**config.mk**
```make
export PLATFORM = sky130hd
export DESIGN_NAME = dmx_move_exec
export DESIGN_NICKNAME = d
export VERILOG_FILES = /design/src/core/dmx_pkg.sv /design/src/core/dmx_dec_if.sv /design/src/core/dmx_addr_resolve.sv /design/src/core/dmx_decoder.sv /design/src/core/dmx_move_exec.sv
export VERILOG_INCLUDE_DIRS = /design/src /design/src/core
export SDC_FILE = /design/constraint.sdc
export NUM_CORES = 1
export LEC_CHECK = 0
export BUFFER_PORTS_ARGS = -buffer_cell sky130_fd_sc_hd__buf_4
export CORE_UTILIZATION = 36
export CTS_CLUSTER_DIAMETER = 80
export DETAILED_ROUTE_END_ITERATION = 8
export GPL_TIMING_DRIVEN = 0
export SLEW_MARGIN = 20
export SYNTH_ARGS = -nofsm -noshare
export SYNTH_HDL_FRONTEND = slang
export SYNTH_HIERARCHICAL = 1
export SYNTH_SLANG_ARGS = --single-unit
```
**constraint.sdc**
```tcl
create_clock -name clk -period 1.6 [get_ports clk]
set_input_delay 0.24 -clock clk [delete_from_list [all_inputs] [get_ports clk]]
set_output_delay 0.24 -clock clk [all_outputs]
set_load 0.05 [all_outputs]
```
**src/core/dmx_cfg.svh**
```systemverilog
`ifndef DMX_CFG_SVH
`define DMX_CFG_SVH
// Opcode prefixes of the data-move group
`define DMX_PFX_COPY     4'hC
`define DMX_PFX_DEST     4'hF
`define DMX_PFX_MOVE     6'h14
`define DMX_PFX_STORE    7'h37
`define DMX_PFX_LDBANK   8'h01
`define DMX_PFX_LDACC    8'h0E
// Field positions inside an instruction word
`define DMX_POS_DBIT     9
`define DMX_POS_ABIT     8
// Addressing limits and page numbers
`define DMX_ILO_LIMIT    8'h5F
`define DMX_ACCESS_SPLIT 8'h60
`define DMX_ACCESS_LO    4'h0
`define DMX_ACCESS_HI    4'hF
`define DMX_BANK_CLR     4'h0
`define DMX_LIT_PAD      4'h0
// Reset values and the zero-flag compare byte
`define DMX_ACC_RST      8'h00
`define DMX_BANK_RST     8'h00
`define DMX_HOLD_RST     8'h00
`define DMX_ADDR_RST     12'h000
`define DMX_ZERO_BYTE    8'h00
// Accumulator location in the data space
`define DMX_W_ADDR_DEF   12'hFFF
`endif

```
**src/core/dmx_pkg.sv**
```systemverilog
`default_nettype none
package dmx_pkg;
	// Four clock phases make one instruction cycle
	typedef enum logic [1:0]
	{
		DMX_Q1,
		DMX_Q2,
		DMX_Q3,
		DMX_Q4
	} dmx_phase_t;
	// Decoded operation of the current instruction cycle
	typedef enum logic [2:0]
	{
		DMX_OP_NONE,
		DMX_OP_MOVE,
		DMX_OP_COPY1,
		DMX_OP_COPY2,
		DMX_OP_LDBANK,
		DMX_OP_LDACC,
		DMX_OP_STORE
	} dmx_op_t;
endpackage
`default_nettype wire

```
**src/core/dmx_dec_if.sv**
```systemverilog
`timescale 1ns/1ns
`default_nettype none
// Fetched word out, decoded fields back
interface dmx_dec_if;
	import dmx_pkg::*;
	logic [15:0] word;
	dmx_op_t     op;
	logic        dbit;
	logic        abit;
	logic [7:0]  low;
	logic [11:0] far;
	logic        dest_word;
	modport dec (input word, output op, dbit, abit, low, far, dest_word);
	modport exe (output word, input op, dbit, abit, low, far, dest_word);
endinterface
`default_nettype wire

```
**src/core/dmx_addr_resolve.sv**
```systemverilog
`include "dmx_cfg.svh"
`timescale 1ns/1ns
`default_nettype none
module dmx_addr_resolve
(
	input  wire logic [7:0]  low,
	input  wire logic        abit,
	input  wire logic [3:0]  bank_low,
	input  wire logic        ext_en,
	input  wire logic [11:0] fsr2,
	output logic      [11:0] addr
);
	// Turns an 8-bit file address into a data space address
	always_comb
	begin
		if (abit)
			addr = {bank_low, low};
		else if (ext_en && (low <= `DMX_ILO_LIMIT))
			addr = fsr2 + {`DMX_LIT_PAD, low}; // Wraps in 4 KB
		else if (low < `DMX_ACCESS_SPLIT)
			addr = {`DMX_ACCESS_LO, low};
		else
			addr = {`DMX_ACCESS_HI, low};
	end
endmodule
`default_nettype wire

```
**src/core/dmx_decoder.sv**
```systemverilog
`include "dmx_cfg.svh"
`timescale 1ns/1ns
`default_nettype none
module dmx_decoder
	import dmx_pkg::*;
(
	dmx_dec_if.dec d
);
	// Prefix match, longest prefixes are disjoint so order is free
	always_comb
	begin
		d.op = DMX_OP_NONE;
		if (d.word[15:12] == `DMX_PFX_COPY)
			d.op = DMX_OP_COPY1;
		else if (d.word[15:10] == `DMX_PFX_MOVE)
			d.op = DMX_OP_MOVE;
		else if (d.word[15:9] == `DMX_PFX_STORE)
			d.op = DMX_OP_STORE;
		else if (d.word[15:8] == `DMX_PFX_LDBANK)
			d.op = DMX_OP_LDBANK;
		else if (d.word[15:8] == `DMX_PFX_LDACC)
			d.op = DMX_OP_LDACC;
	end

	// Operand fields
	assign d.dbit      = d.word[`DMX_POS_DBIT];
	assign d.abit      = d.word[`DMX_POS_ABIT];
	assign d.low       = d.word[7:0];
	assign d.far       = d.word[11:0];
	assign d.dest_word = (d.word[15:12] == `DMX_PFX_DEST);
endmodule
`default_nettype wire

```
**src/core/dmx_move_exec.sv**
```systemverilog
`include "dmx_cfg.svh"
`timescale 1ns/1ns
`default_nettype none
// Operation
// RULE1: Full-space copy is two words, prefixes 1100 then 1111, two cycles.
// RULE2: Full-space copy moves source byte to destination, any 12-bit address.
// RULE3: Full-space copy treats the accumulator like any data location.
// RULE4: Software never targets PC low or return-stack bytes with the copy.
// RULE5: Bank load is one cycle, prefix 0000 0001, writes bank in Q4.
// RULE6: Bank selector upper nibble always ends up zero after bank load.
// RULE7: Accumulator literal load, prefix 0000 1110, puts literal in acc.
// RULE8: Accumulator store, prefix 0110 111a, writes acc to file register.
// RULE9: Store with bank bit 0 addresses the access bank.
// RULE10: Store with bank bit 1 uses the bank selector.
// RULE11: Extended set, bank bit 0, address up to 5Fh: indexed offset.
// RULE12: Register move goes to acc when d is 0, back to register when 1.
// RULE13: Register move, prefix 0101 00da, sets negative and zero flags.
// RULE14: Copy, bank load, literal load and store keep all flags.
module dmx_move_exec
	import dmx_pkg::*;
#(
	parameter logic [11:0] W_ADDR = `DMX_W_ADDR_DEF
)
(
	input  wire logic        clk,
	input  wire logic        rst,
	input  wire logic [15:0] instr_word,
	input  wire logic        instr_valid,
	output logic             instr_ready,
	input  wire logic        ext_set_en,
	input  wire logic [11:0] fsr2,
	output logic      [11:0] mem_addr,
	output logic             mem_re,
	output logic             mem_we,
	output logic      [7:0]  mem_wdata,
	input  wire logic [7:0]  mem_rdata,
	output logic      [7:0]  acc_value,
	output logic      [7:0]  bank_value,
	output logic             flag_n,
	output logic             flag_z,
	output logic             foreign_word,
	output logic             broken_copy
);
	dmx_phase_t  phase_reg;
	dmx_phase_t  phase_next;
	dmx_op_t     op_reg;
	logic        pend_reg;
	logic        dbit_reg;
	logic        foreign_reg;
	logic        broken_reg;
	logic        n_reg;
	logic        z_reg;
	logic [7:0]  hold_reg;
	logic [7:0]  acc_reg;
	logic [7:0]  bank_reg;
	logic [11:0] addr_reg;
	logic [11:0] res_addr;
	logic        take;
	logic        addr_w;
	logic        rd_mem;
	logic        wr_any;
	logic        wr_mem;

	dmx_dec_if dec_bus ();

	// Decoder looks at the raw fetch word
	assign dec_bus.word = instr_word;

	dmx_decoder u_dec
	(
		.d (dec_bus.dec)
	);

	// Bank selector is read at Q1, always settled by the prior Q4
	dmx_addr_resolve u_res
	(
		.low      (dec_bus.low),
		.abit     (dec_bus.abit),
		.bank_low (bank_reg[3:0]),
		.ext_en   (ext_set_en),
		.fsr2     (fsr2),
		.addr     (res_addr)
	);

	// Fetch handshake: a word is taken only in Q1
	assign instr_ready = (phase_reg == DMX_Q1);
	assign take        = instr_ready && instr_valid;

	// Accumulator is mapped into the data space at W_ADDR
	assign addr_w = (addr_reg == W_ADDR); // [RULE3]

	// Memory strobes, read in Q2 and write in Q4
	assign rd_mem = (phase_reg == DMX_Q2) && !addr_w &&
		((op_reg == DMX_OP_MOVE) || (op_reg == DMX_OP_COPY1));
	assign wr_any = (phase_reg == DMX_Q4) &&
		(((op_reg == DMX_OP_MOVE) && dbit_reg) ||
		(op_reg == DMX_OP_COPY2) || (op_reg == DMX_OP_STORE));
	assign wr_mem = wr_any && !addr_w;

	assign mem_addr     = addr_reg;
	assign mem_wdata    = hold_reg;
	assign mem_re       = rd_mem;
	assign mem_we       = wr_mem;
	assign acc_value    = acc_reg;
	assign bank_value   = bank_reg;
	assign flag_n       = n_reg;
	assign flag_z       = z_reg;
	assign foreign_word = foreign_reg;
	assign broken_copy  = broken_reg;

	// Phase sequencer; waits in Q1 only for the copy's second word
	always_comb
	begin
		case (phase_reg)
			DMX_Q1:
				phase_next = (pend_reg && !instr_valid) ? DMX_Q1 : DMX_Q2;
			DMX_Q2:
				phase_next = DMX_Q3;
			DMX_Q3:
				phase_next = DMX_Q4;
			DMX_Q4:
				phase_next = DMX_Q1;
			default:
				phase_next = DMX_Q1;
		endcase
	end

	always_ff @(posedge clk or posedge rst)
	begin
		if (rst)
			phase_reg <= DMX_Q1;
		else
			phase_reg <= phase_next;
	end

	// Decode latch; an idle Q1 turns the cycle into a no-op
	always_ff @(posedge clk or posedge rst)
	begin
		if (rst)
		begin
			op_reg   <= DMX_OP_NONE;
			dbit_reg <= 1'b0;
			addr_reg <= `DMX_ADDR_RST;
		end
		else if (take && pend_reg && dec_bus.dest_word)
		begin
			op_reg   <= DMX_OP_COPY2; // [RULE1]
			addr_reg <= dec_bus.far; // [RULE2]
		end
		else if (take)
		begin
			op_reg   <= dec_bus.op;
			dbit_reg <= dec_bus.dbit;
			case (dec_bus.op)
				DMX_OP_COPY1:
					addr_reg <= dec_bus.far; // [RULE2]
				DMX_OP_MOVE,
				DMX_OP_STORE:
					addr_reg <= res_addr; // [RULE9] [RULE10] [RULE11]
				default:
					addr_reg <= {`DMX_LIT_PAD, dec_bus.low};
			endcase
		end
		else if ((phase_reg == DMX_Q1) && !pend_reg)
			op_reg <= DMX_OP_NONE;
	end

	// Copy in flight: set at the first cycle's Q4, ended by next word
	always_ff @(posedge clk or posedge rst)
	begin
		if (rst)
			pend_reg <= 1'b0;
		else if ((phase_reg == DMX_Q4) && (op_reg == DMX_OP_COPY1))
			pend_reg <= 1'b1; // [RULE1]
		else if (take)
			pend_reg <= 1'b0;
	end

	// One-clock notices; a lone 1111 word runs as a no-op
	always_ff @(posedge clk or posedge rst)
	begin
		if (rst)
		begin
			foreign_reg <= 1'b0;
			broken_reg  <= 1'b0;
		end
		else
		begin
			foreign_reg <= take && !dec_bus.dest_word &&
				(dec_bus.op == DMX_OP_NONE);
			broken_reg  <= take && pend_reg && !dec_bus.dest_word;
		end
	end

	// Operand capture in Q3; memory answers one clock after mem_re
	always_ff @(posedge clk or posedge rst)
	begin
		if (rst)
			hold_reg <= `DMX_HOLD_RST;
		else if (phase_reg == DMX_Q3)
		begin
			case (op_reg)
				DMX_OP_MOVE,
				DMX_OP_COPY1:
					hold_reg <= addr_w ? acc_reg : mem_rdata; // [RULE3]
				DMX_OP_STORE:
					hold_reg <= acc_reg; // [RULE8]
				DMX_OP_LDBANK,
				DMX_OP_LDACC:
					hold_reg <= addr_reg[7:0];
				default:
					hold_reg <= hold_reg;
			endcase
		end
	end

	// Accumulator: literal, move result, or a write aimed at W_ADDR
	always_ff @(posedge clk or posedge rst)
	begin
		if (rst)
			acc_reg <= `DMX_ACC_RST;
		else if (phase_reg == DMX_Q4)
		begin
			if (op_reg == DMX_OP_LDACC)
				acc_reg <= hold_reg; // [RULE7]
			else if ((op_reg == DMX_OP_MOVE) && !dbit_reg)
				acc_reg <= hold_reg; // [RULE12]
			else if (wr_any && addr_w)
				acc_reg <= hold_reg; // [RULE3]
		end
	end

	// Bank selector keeps only the low nibble of the literal
	always_ff @(posedge clk or posedge rst)
	begin
		if (rst)
			bank_reg <= `DMX_BANK_RST;
		else if ((phase_reg == DMX_Q4) && (op_reg == DMX_OP_LDBANK))
			bank_reg <= {`DMX_BANK_CLR, hold_reg[3:0]}; // [RULE5] [RULE6]
	end

	// Flags follow the register move only, others leave them
	always_ff @(posedge clk or posedge rst)
	begin
		if (rst)
		begin
			n_reg <= 1'b0;
			z_reg <= 1'b0;
		end
		else if ((phase_reg == DMX_Q4) && (op_reg == DMX_OP_MOVE))
		begin
			n_reg <= hold_reg[7]; // [RULE13] [RULE14]
			z_reg <= (hold_reg == `DMX_ZERO_BYTE); // [RULE13]
		end
	end
endmodule
`default_nettype wire

```
==> results of run 1 <==
[cell type report]
class,count,share of cell area
Buffer,42,0.0783
Clock buffer,5,0.0126
Clock inverter,3,0.0124
Inverter,18,0.0133
Multi-Input combinational cell,281,0.478
Sequential cell,43,0.200
Tap cell,129,0.0296
Timing Repair Buffer,112,0.176
[cell usage in the layout (no fill, tap or decap), types with 5 or more instances in the layout]
cell                         n
sky130_fd_sc_hd__mux2_4     11
sky130_fd_sc_hd__mux2_2      5
sky130_fd_sc_hd__buf_8       6
sky130_fd_sc_hd__buf_4     112
sky130_fd_sc_hd__a221oi_2    6
sky130_fd_sc_hd__o22a_1      8
sky130_fd_sc_hd__inv_1      11
sky130_fd_sc_hd__o31ai_1     9
sky130_fd_sc_hd__nor3_4      5
sky130_fd_sc_hd__o211ai_1    6
sky130_fd_sc_hd__dfrtp_1    33
sky130_fd_sc_hd__and2_1      9
sky130_fd_sc_hd__nand2_1    20
sky130_fd_sc_hd__buf_12      6
sky130_fd_sc_hd__o21ai_1     9
sky130_fd_sc_hd__a21oi_2     5
sky130_fd_sc_hd__nand2b_4    6
sky130_fd_sc_hd__nor2_1      6
sky130_fd_sc_hd__nand4_1    12
sky130_fd_sc_hd__buf_6      19
sky130_fd_sc_hd__mux2i_1    15
sky130_fd_sc_hd__a221o_1    10
sky130_fd_sc_hd__a21oi_1    26
sky130_fd_sc_hd__inv_2       6
sky130_fd_sc_hd__xor2_1      6
sky130_fd_sc_hd__dfrtp_2    10
sky130_fd_sc_hd__nand3_1     5
sky130_fd_sc_hd__clkbuf_8    9
sky130_fd_sc_hd__ha_4        8
sky130_fd_sc_hd__o21ai_0    11
[per-stage QoR]
step                 util  cell area (um^2)
finish              0.581              5450
floorplan               -              3760
global placement    0.475              4450
CTS                 0.554              5190
detailed placement  0.477              4470
global route        0.581              5450
[layer usage]
metal  wire, um  track usage
met1       5210        0.313
met2       5520        0.370
met3        539       0.0324
met4        155       0.0502
met5          0            0
[final timing paths]
path	from	end	slack, ns	depth (start not counted)
max	instr_word[0]	mem_addr[6]$_DFFE_PP0P_	-0.35	12
min	instr_word[5]	mem_addr[5]$_DFFE_PP0P_	0.17	2
max reg2reg	mem_addr[7]$_DFFE_PP0P_	acc_value[1]$_DFFE_PP0P_	-0.29	6
min reg2reg	flag_n$_DFFE_PP0P_	flag_n$_DFFE_PP0P_	0.52	1
max in group asynchronous	rst	mem_addr[5]$_DFFE_PP0P_	0.59	4
min in group asynchronous	rst	mem_addr[1]$_DFFE_PP0P_	0.51	3
[synth_stat cells (2+ instances only)]
cell | count | area [um^2]
sky130_fd_sc_hd__dfrtp_1 | 43 | 1080
sky130_fd_sc_hd__a21oi_1 | 33 | 165
sky130_fd_sc_hd__buf_4 | 29 | 218
sky130_fd_sc_hd__o21ai_0 | 24 | 120
sky130_fd_sc_hd__nand2_1 | 22 | 82.6
sky130_fd_sc_hd__inv_1 | 17 | 63.8
sky130_fd_sc_hd__mux2i_1 | 15 | 150
sky130_fd_sc_hd__and2_1 | 13 | 81.3
sky130_fd_sc_hd__ha_1 | 13 | 163
sky130_fd_sc_hd__nand4_1 | 12 | 75.1
sky130_fd_sc_hd__nor2_1 | 12 | 45.0
sky130_fd_sc_hd__a221o_1 | 10 | 100
sky130_fd_sc_hd__clkbuf_1 | 9 | 33.8
sky130_fd_sc_hd__o31ai_1 | 9 | 67.6
sky130_fd_sc_hd__a221oi_1 | 8 | 70.1
sky130_fd_sc_hd__mux2_2 | 8 | 90.1
sky130_fd_sc_hd__mux2_4 | 8 | 120
sky130_fd_sc_hd__o22a_1 | 8 | 70.1
sky130_fd_sc_hd__nand2b_1 | 7 | 43.8
sky130_fd_sc_hd__o211ai_1 | 6 | 45.0
sky130_fd_sc_hd__xor2_1 | 6 | 52.6
sky130_fd_sc_hd__nand3_1 | 5 | 25.0
sky130_fd_sc_hd__nor3_1 | 5 | 25.0
sky130_fd_sc_hd__a21o_1 | 3 | 22.5
sky130_fd_sc_hd__a311o_1 | 3 | 30.0
sky130_fd_sc_hd__and4_1 | 3 | 26.3
sky130_fd_sc_hd__buf_2 | 3 | 15.0
sky130_fd_sc_hd__nor3b_1 | 3 | 22.5
sky130_fd_sc_hd__nor4b_1 | 3 | 26.3
sky130_fd_sc_hd__a211oi_1 | 2 | 15.0
sky130_fd_sc_hd__and3_1 | 2 | 12.5
sky130_fd_sc_hd__nand4_4 | 2 | 42.5
sky130_fd_sc_hd__nor4_1 | 2 | 12.5
sky130_fd_sc_hd__xnor2_1 | 2 | 17.5
[cell families after synthesis]
| group | count (synthesis) |
|---|---|
| fa+ha+maj | 14 |
| compound gates | 123 |
| mux | 31 |
| other cells | 1 |
| xor+xnor | 8 |
| simple gates | 101 |
| buf+inv | 62 |
| flops | 43 |
[worst max-delay path, stage by stage]
cell                       delay [ns]
sky130_fd_sc_hd__buf_8           0.09
sky130_fd_sc_hd__ha_4            0.16
sky130_fd_sc_hd__inv_2           0.04
sky130_fd_sc_hd__fa_2            0.36
sky130_fd_sc_hd__nand2b_4        0.18
sky130_fd_sc_hd__a21oi_4         0.13
sky130_fd_sc_hd__nor2_1          0.06
sky130_fd_sc_hd__xor2_1          0.14
sky130_fd_sc_hd__o21ai_1         0.12
sky130_fd_sc_hd__a221oi_2        0.22
sky130_fd_sc_hd__a21oi_1         0.07
sky130_fd_sc_hd__a221o_1         0.32
[power breakdown]
| part | internal (W) | switching [W] |
|---|---|---|
| Combinational | 0.00174 | 0.00239 |
| Sequential | 0.00149 | 0.000615 |
| Clock | 0.000623 | 0.000393 |
| Total | 0.00385 | 0.00340 |
[repair_timing]
action | CTS | global route
buffers inserted | 28 | 11
cloned | 3 | 0
resized for setup | 83 | 42
hold buffers | 1 | 0
endpoints found under the setup margin | 38 | 40
pin swaps | 33 | 25
endpoints found under the hold margin | 18 | 0
==> results list, run 1 <==
- Of the total synthesized cell area, the portion taken by full adders, half adders and majority gates is 0.0515.
- The floorplan step defined a die boundary enclosing ~10000 um^2.
- The via count of the first global-routing pass came to 3493.
- Clock tree from TritonCTS: built
- Mapped Avg Cell Area: 9.25 um^2
* Root Driver: sky130_fd_sc_hd__clkbuf_8
* Sum of internal, switching and leakage power: 0.00725 W
* DRC violations left: 0
- CTS H-tree lvls: 2
- On the final layout, the worst hold slack is 0.174 ns.
* Core Area: 9370 um^2
- Number of buffers inserted during clock tree synthesis: 5
* Setup slack after layout: -0.350 ns
- Worst setup path class: in2reg
- In this run the core area contains 35 standard-cell rows.
* Hold violation total from the final report: 0
- Remaining global-route overflow: 0
* Number of clock sinks: 43
- Number of input and output port buffers inserted: 70
* Setup TNS after final layout: -4.59 ns
- Global placement routability congestion: 0.800
- The checks that failed: setup timing.
- The synthesized netlist occupies a cell area of 3540 um^2.
* Count of final max-slew check failures: 0
* Top achievable clock speed: 513 MHz
* Flip-flop count of the largest register, all copies and words added: 12
- Fraction of synthesized cell area in xor and xnor cells: 0.0198
- The routed design has ~11 mm of wire.
- Floorplan die height: between 100 and 150 um
- In this run the remaining antenna-violating nets after routing total 0.
- Footprint of the multi-input gates: around 2600 um^2
* Synth Register Bits: 43
- Place WS: -0.761 ns
* Dominant combinational cell family by area after synthesis: compound AO/OA/AOI/OAI gates
* Initial standard-cell utilization of the core: 0.378
* First DRT Iteration DRCs: 184
- Slew @ Worst Pin: a little under 0.5 ns
- Across the whole layout, storage elements account for ~1100 um^2.
- Setup violations remaining at the end of the flow were counted as 22.
- Detailed placement finished with a half-perimeter wire length of about 8 mm.
- In the final layout, the share of cells above drive strength 1 is 0.528.
* Proportion of synthesized area in mux cells: 0.102
- CP Capture Type: register
- Number of filler cells placed in the layout: approximately 800
- Worst slew margin: 0.670
- For this run, the leading register cell type out of synthesis is sky130_fd_sc_hd__dfrtp_1.
- Min Clock Period, post-route: approximately 2.0 ns
- Final non-filler cell total: 633
- Worst skew pair latency: 0.29 ns
* Gate count of the mapped netlist: 383
- Clock skew on the completed layout was measured at between 0.007 and 0.008 ns.
- The flow ran to the end, but the final reports show violations.
* Antenna diode count: 0
- Clock-pin slew reported for the worst setup and hold paths after clock tree synthesis: approximately 0.090 ns
* Pin count of the biggest net entering global routing: 26
- During synthesis, Yosys emitted a total of 6 warnings.
- The synthesized-area fraction occupied by ao, oa, aoi and oai cells came to 0.247.
* Post-synth ARST share: 1.00
- Clock Path Buffers: 2
- Width of the die: 101 um
- Crit share post-route: 1.22
- Layout-stage area growth over the synthesis result: 53.7%
- The net count of the finished layout is 557.
- Power spread over the standard cell area amounts to 1330 nW/um^2.
- Endpoint arrival time on the critical path: between 2 and 2.5 ns
- Static Leakage: ~2.4 nW
- Number of distinct standard cells referenced by the synthesized netlist: 67
* Number of enable flip-flop cells after synthesis: 0
* Number of placed instances, taps included: between 500 and 600
- Number of antenna violations at the first check in global routing: 0
* Worst min path class: in2reg
- After detailed routing, the number of vias per cell comes to between 5 and 6.
- The routed layout has roughly 3500 vias.
- First-pass GRT wire length: around 18 mm
- Of the synthesized area, sequential elements account for 0.304.
- Of the total synthesized cell area, the portion taken by AND, OR, NAND and NOR gates is 0.176.
- Max-cap violations in this run came to 0.
* Setup repair after global routing missed its margin: true
- The worst setup path is launched from an input pin.
- Dividing the detail-routed wire length by the instance count gives approximately 18 um.
* Global router's overall resource usage: 0.225
- 83 I/O pins were placed.
* Crit Path Max Fanout: 4
- Number of iterations in the first detailed-routing pass: 4
- For the worst setup path, the data required time is between 1.5 and 2 ns.
- The worst-case IR drop observed on VDD is 0.000684 V.
Note: power is estimated with default switching activity, not from simulation.
==> run 2: changes to the inputs <==
Settings changed: PLACE_DENSITY from default to 0.59, RECOVER_POWER from default to 50, SKIP_LAST_GASP from default to 1.
==> results list, run 2 (synthesis gave the netlist of run 1 again) <==
* Row Count: 35
- The share of total power dissipated in sequential elements is 0.301.
- Min Clock Period, post-route: 1.97 ns
- Data required time of the worst path: 1.78 ns
- The first global-routing pass estimated roughly 17 mm of wire.
- The final reports fail on setup timing.
* Remaining global-route overflow: 0
- Setup violations remaining at the end of the flow were counted as 23.
* Fraction of power consumed by the clock network: 0.146
* Pin count of the biggest net entering global routing: 23
- Worst setup path class: in2reg
* Remaining antenna violation count after routing: 0
- The kind of cell with the highest combined delay along the critical path is compound AO/OA/AOI/OAI gates.
* Worst slew margin: 0.429
* Area of all sequential standard cells: approximately 1100 um^2
- TritonCTS created 5 clock buffers.
- The clock passes through at most 2 buffers.
- Antenna diode count: 0
* Global router's overall resource usage: 0.217
- After the first detailed-routing iteration, the DRC count stood at approximately 140.
* CP Launch Type: input pin
- Total number of nets in the final design: 556
* Width of the die: approximately 100 um
- Switching Fraction: 0.475
* Hold violation total from the final report: 0
- For this design the static power due to leakage is between 2 and 2.5 nW.
* Minimum hold slack: ~0.12 ns
- Worst min path class: in2async
* Top achievable clock speed: about 500 MHz
- The count of buffers added on input and output ports is 70.
- Dividing the final minimum period by the clock period gives 1.23.
- Maxcap violations: 0
* Number of filler cells placed in the layout: slightly below 900
* Initial standard-cell utilization of the core: 0.378
- Footprint of the multi-input gates: ~2500 um^2
- Via count: approximately 3400
- Setup repair after global routing could not meet its margin everywhere.
- Logic gate share of total power: 0.553
- Clock-pin slew was measured on the worst setup and hold paths at 0.09 ns.
- In the post-route analysis, the smallest setup slack over all paths is -0.367 ns.
- The worst-case IR drop observed on VDD is between 0.0005 and 0.0006 V.
* Mean routed wirelength per cell: roughly 17 um
* Worst R2R Start: mem_addr[0]$_DFFE_PP0P_
- Relative to the synthesized area, the layout overhead comes to 50.2%.
* Half-perimeter wire length of the detailed placement result: between 7 and 8 mm
* Power per cell area: between 1000 and 1500 nW/um^2
* Flip-flop count of the largest register, all copies and words added: 12
- Clock tree synthesis selected as its root buffer the cell sky130_fd_sc_hd__clkbuf_8.
- Endpoint arrival time on the critical path: 2.15 ns
* CP bufs+invs: 1
* Outcome: finished with violations
* Sum of internal, switching and leakage power: between 0.006 and 0.007 W
- During I/O placement, the number of pins put on the boundary was 83.
- Core Area: between 9000 and 10000 um^2
- At the pin with the least slew margin, the transition time is between 0.8 and 0.9 ns.
- The H-tree was split into 2 levels.
- Slowest stage cell, crit path: sky130_fd_sc_hd__o31a_1
- Dividing the detail-routed via count by the number of cells gives between 5 and 6.
- In this run the vertical extent of the chip is roughly 100 um.
* Number of iterations in the first detailed-routing pass: 4
- Proportion of layout cells with a drive suffix above 1: 0.509
- Of all nets on the critical path, the largest fanout is 4.
- STA classifies the critical path endpoint as a register.
- Routability-driven placement finished with a final weighted congestion of a little over 0.9.
* Delay of the slowest cell on the worst path: about 0.31 ns
- Leaving out fill and tap cells, the most frequent cell in the layout is sky130_fd_sc_hd__buf_4.
- The tree built by TritonCTS fans out to 43 sinks.
* Via count of the first global-routing pass: 3409
- Crit-path cells: buf_8 > ha_4 > o211ai_1 > o21ai_2 > o31a_1 > xor2_1 > a21o_1 > a221oi_2 > a21oi_1 > a221o_1
- The final-report max-slew violation count was 0.
- Start point of the critical path: instr_word[2]
- The internal portion of the total power is between 0.003 and 0.004 W.
- In this run the power spent charging and discharging nets is 0.00331 W.
- DRC violations left: 0
* Top library cells by usage in the layout, fill and taps aside: sky130_fd_sc_hd__buf_4, sky130_fd_sc_hd__dfrtp_1, sky130_fd_sc_hd__a21oi_1
* Wire length reported by the detailed router: around 11 mm
* Fin Clk Skew: between 0.01 and 0.015 ns
- Share of the core filled with cells: 0.568
- Setup TNS after final layout: -3.60 ns
- The die covers 10200 um^2.
* Number of antenna violations at the first check in global routing: 0
* Place WS: -0.742 ns
- TritonCTS built the clock tree.
- Clock latency on the worst-skew pair, taken at its later pin, is roughly 0.3 ns.
-- run 2: final cells by class --
class	instances	area share
repair buffers	112	0.173
multi-input cells	281	0.478
clock inverters	3	0.0127
flip-flops and latches	43	0.205
clock buffers	5	0.0129
inverters	18	0.0136
plain buffers	41	0.0745
well taps	129	0.0303
-- run 2: worst reg2reg max path, cell delays in order, from the launching register on --
cell                      delay, ns
sky130_fd_sc_hd__dfrtp_2       0.47
sky130_fd_sc_hd__nand4_4       0.20
sky130_fd_sc_hd__nor3_4        0.34
sky130_fd_sc_hd__a32oi_4       0.17
sky130_fd_sc_hd__buf_12        0.17
sky130_fd_sc_hd__mux2_4        0.30
-- run 2: routing by layer --
metal,global-route usage,part of all wire
met5,0,0
met4,0.0524,0.015
met3,0.0380,0.039
met2,0.368,0.49
met1,0.287,0.45
-- run 2: path summary, 6_finish.rpt --
| check | to | slack [ns] | depth (start not counted) |
|---|---|---|---|
| worst max-delay path | mem_addr[7]$_DFFE_PP0P_ | -0.37 | 10 |
| worst min-delay path | foreign_word$_DFF_PP0_ | 0.12 | 2 |
| worst max register to register | acc_value[1]$_DFFE_PP0P_ | -0.16 | 5 |
| worst min register to register | flag_z$_DFFE_PP0P_ | 0.50 | 2 |
| max in group asynchronous | mem_addr[8]$_DFFE_PP0P_ | 0.37 | 3 |
| min in group clk | mem_addr[4]$_DFFE_PP0P_ | 0.17 | 2 |
-- run 2: what timing repair did --
item / in CTS / in global routing
hold endpoints to repair: 0 / 0
buffers inserted: 33 / 8
cloned: 0 / 1
pin swaps: 34 / 35
setup endpoints to repair: 38 / 39
hold buffers: 0 / 0
resized for setup: 59 / 44
-- run 2: power groups by stage --
stage | clock, W | sequential, W | combinational [W]
3_3_place_gp | 0 | 0.00206 | 0.00337
4_1_cts | 0.00103 | 0.00207 | 0.00373
3_5_place_dp | 0 | 0.00206 | 0.00341
6_report | 0.00102 | 0.00210 | 0.00386
2_1_floorplan | 0 | 0.00298 | 0.00139
5_1_grt | 0.00107 | 0.00216 | 0.00409
-- run 2: metrics by stage --
stage	instances	cell area, um^2
2_1_floorplan	386	3760
3_3_place_gp	585	4450
3_5_place_dp	586	4480
4_1_cts	627	5110
5_1_grt	632	5330
6_report	632	5330
==> run 3: changes to the inputs <==
Settings changed: CORE_UTILIZATION 36 to 50, PLACE_DENSITY 0.59 to 0.78.
==> results list, run 3 (synthesis gave the netlist of run 1 again) <==
- STA classifies the critical path endpoint as a register.
* Wire length reported by the detailed router: roughly 12 mm
* Maxcap violations: 0
* Number of buffers inserted during clock tree synthesis: 5
- The smallest clock period supported by the final layout is computed as slightly below 2 ns.
- Minimum setup slack among reg-to-reg paths: -0.27 ns
* Worst skew pair latency: 0.30 ns
- The worst setup path is launched from an input pin.
- The H-tree was split into 2 levels.
- In the layout the commonest cells are sky130_fd_sc_hd__buf_4, sky130_fd_sc_hd__dfrtp_1, sky130_fd_sc_hd__a21oi_1.
- Core Area: 6830 um^2
- The tightest min-delay check is of the in2reg type.
* Post-detailed-route via-to-cell ratio: 6.07
- Flip-flop count of the largest register, all copies and words added: 12
- DIE AREA: 7430 um^2
- Antenna diode count: 0
- Clock tree from TritonCTS: built
- The first global-routing pass estimated 17.5 mm of wire.
- Slew @ Worst Pin: approximately 0.89 ns
* DRC violations left: 0
- From bottom edge to top edge, the die measures between 80 and 90 um.
- Proportion of layout cells with a drive suffix above 1: 0.531
- Once detail routing completed, the nets flagged for antenna violations numbered 0.
* Half-perimeter wire length of the detailed placement result: between 7 and 8 mm
* Via count of the first global-routing pass: between 3000 and 4000
* Number of filler cells placed in the layout: approximately 440
* Cell count of the worst reg-to-reg path: 6
- The worst hold path begins at instr_word[7].
- Of the available clock period, the critical path in the final layout requires 1.21.
- Outcome: finished with violations
- Reg-to-reg endpoint: acc_value[0]$_DFFE_PP0P_
- Setup repair after global routing missed its margin: true
* Count of final max-slew check failures: 0
- The final number of hold-violating endpoints was 0.
- Crit Path Max Fanout: 3
- Static Leakage: approximately 2.4 nW
- For this design the ratio of total power to cell area is 1330 nW/um^2.
- Data on the critical path is required at its endpoint by around 1.8 ns.
* Worst R2R Start: mem_addr[7]$_DFFE_PP0P_
- Top achievable clock speed: about 520 MHz
* Share of the core filled with cells: 0.777
- Clock-pin slew was measured on the worst setup and hold paths at around 0.080 ns.
- Initial standard-cell utilization of the core: 0.519
- First DRT Iteration DRCs: about 250
- Via count: about 3700
* Number of placed instances, taps included: 553
* Footprint of the multi-input gates: between 2000 and 3000 um^2
- Global placement routability congestion: 0.886
- Clock Path Buffers: 2
* Most frequent standard cell in the layout excluding fill and tap cells: sky130_fd_sc_hd__buf_4
- By startpoint and endpoint, the worst setup path is classified as in2reg.
* Violations in the final reports: setup timing
* Fin Clk Skew: 0.00747 ns
- In this run the count of I/O pins placed on the die edge is a little over 80.
- Summing all flip-flop and latch instances after layout gives approximately 1100 um^2.
- Setup violations remaining at the end of the flow were counted as 33.
- Width of the die: 86.2 um
- In this run the tightest slew margin relative to its limit is 0.408.
* Layout-stage area growth over the synthesis result: 49.8%
* Mean routed wirelength per cell: roughly 19 um
- For this run, the number of standard cells in the final layout without fillers is between 600 and 700.
* Number of antenna violations at the first check in global routing: 0
- Worst IR Drop VDD: 0.000644 V
* Number of clock sinks: 43
- Root Driver: sky130_fd_sc_hd__clkbuf_8
- Row Count: 30
* Global router's overall resource usage: 0.302
* Number of iterations in the first detailed-routing pass: 5
- Instance count along the most critical hold path: 2
* Hold worst-path end: mem_addr[7]$_DFFE_PP0P_
- Number of input and output port buffers inserted: 70
- Remaining global-route overflow: 0
* Pin count of the biggest net entering global routing: 23
* Total number of nets in the final design: roughly 560
- Endpoint arrival time on the critical path: roughly 2.1 ns
- Setup slack after layout: -0.329 ns
[run 3: cell types whose count changed in the layout (fill, tap and decap cells not counted), moves of 3 or more]
cell and delta:
sky130_fd_sc_hd__buf_4 +3, sky130_fd_sc_hd__buf_6 +3, sky130_fd_sc_hd__and2_4 +5, sky130_fd_sc_hd__o21ai_2 +7, sky130_fd_sc_hd__a21oi_4 +3, sky130_fd_sc_hd__o21ai_0 -6, sky130_fd_sc_hd__and2_1 -5
[run 3: stage by stage]
step / worst slack (ns) / hold slack [ns] / total power, W / TNS, ns / area (um^2)
floorplan: -0.568 / 0.379 / 0.00437 / -5.91 / 3760
global placement: -0.729 / 0.473 / 0.00537 / -19.67 / 4410
detailed placement: -0.739 / 0.310 / 0.00543 / -11.12 / 4440
CTS: -0.300 / 0.161 / 0.00669 / -4.55 / 5130
global route: -0.397 / 0.165 / 0.00733 / -8.92 / 5310
finish: -0.329 / 0.167 / 0.00704 / -5.00 / 5310
[run 3: layout make-up]
cell class,instances,share of cell area
Buffer,43,0.0785
Clock buffer,6,0.0137
Clock inverter,2,0.00236
Inverter,18,0.0146
Multi-Input combinational cell,281,0.490
Sequential cell,43,0.205
Tap cell,96,0.0226
Timing Repair Buffer,115,0.173
[run 3: what timing repair did]
item / 4_1_cts / 5_1_grt
gates cloned: 0 / 1
buffers inserted: 37 / 6
setup endpoints to repair: 38 / 38
endpoints found under the hold margin: 21 / 0
hold buffers: 1 / 0
gates resized for setup: 78 / 43
pin swaps: 33 / 20
[run 3: worst max-delay path: stages]
cell,delay [ns]
sky130_fd_sc_hd__buf_8,0.11
sky130_fd_sc_hd__ha_4,0.24
sky130_fd_sc_hd__a211oi_4,0.22
sky130_fd_sc_hd__o21ai_2,0.08
sky130_fd_sc_hd__o31a_1,0.27
sky130_fd_sc_hd__xor2_1,0.16
sky130_fd_sc_hd__a21o_1,0.21
sky130_fd_sc_hd__a221oi_2,0.23
sky130_fd_sc_hd__a21oi_1,0.08
sky130_fd_sc_hd__a221o_1,0.29
[run 3: power breakdown]
group	switching [W]	leakage, nW	internal (W)
clock network	0.000390	0.0412	0.000306
logic	0.00248	1.82	0.00179
registers	0.000582	0.547	0.00149
total	0.00345	2.41	0.00358
[run 3: routing by layer]
layer / vias to the layer above / wire, um / global-route usage
met1: 1800 / 4690 / 0.388
met4: 0 / 275 / 0.0758
met5: - / 0 / 0
li1: 1669 / - / -
met3: 31 / 637 / 0.0410
met2: 167 / 6040 / 0.537
[run 3: how the worst max path moves through the flow]
stage / startpoint / to / slack (ns) / cells after the start
6_report: instr_word[1] / mem_addr[7]$_DFFE_PP0P_ / -0.33 / 10
5_1_grt: instr_word[1] / mem_addr[7]$_DFFE_PP0P_ / -0.40 / 10
4_1_cts: fsr2[0] / mem_addr[6]$_DFFE_PP0P_ / -0.30 / 12
3_5_place_dp: instr_word[1] / mem_addr[7]$_DFFE_PP0P_ / -0.74 / 10
3_3_place_gp: instr_word[1] / mem_addr[7]$_DFFE_PP0P_ / -0.73 / 10
2_1_floorplan: instr_word[1] / mem_addr[7]$_DFFE_PP0P_ / -0.57 / 10
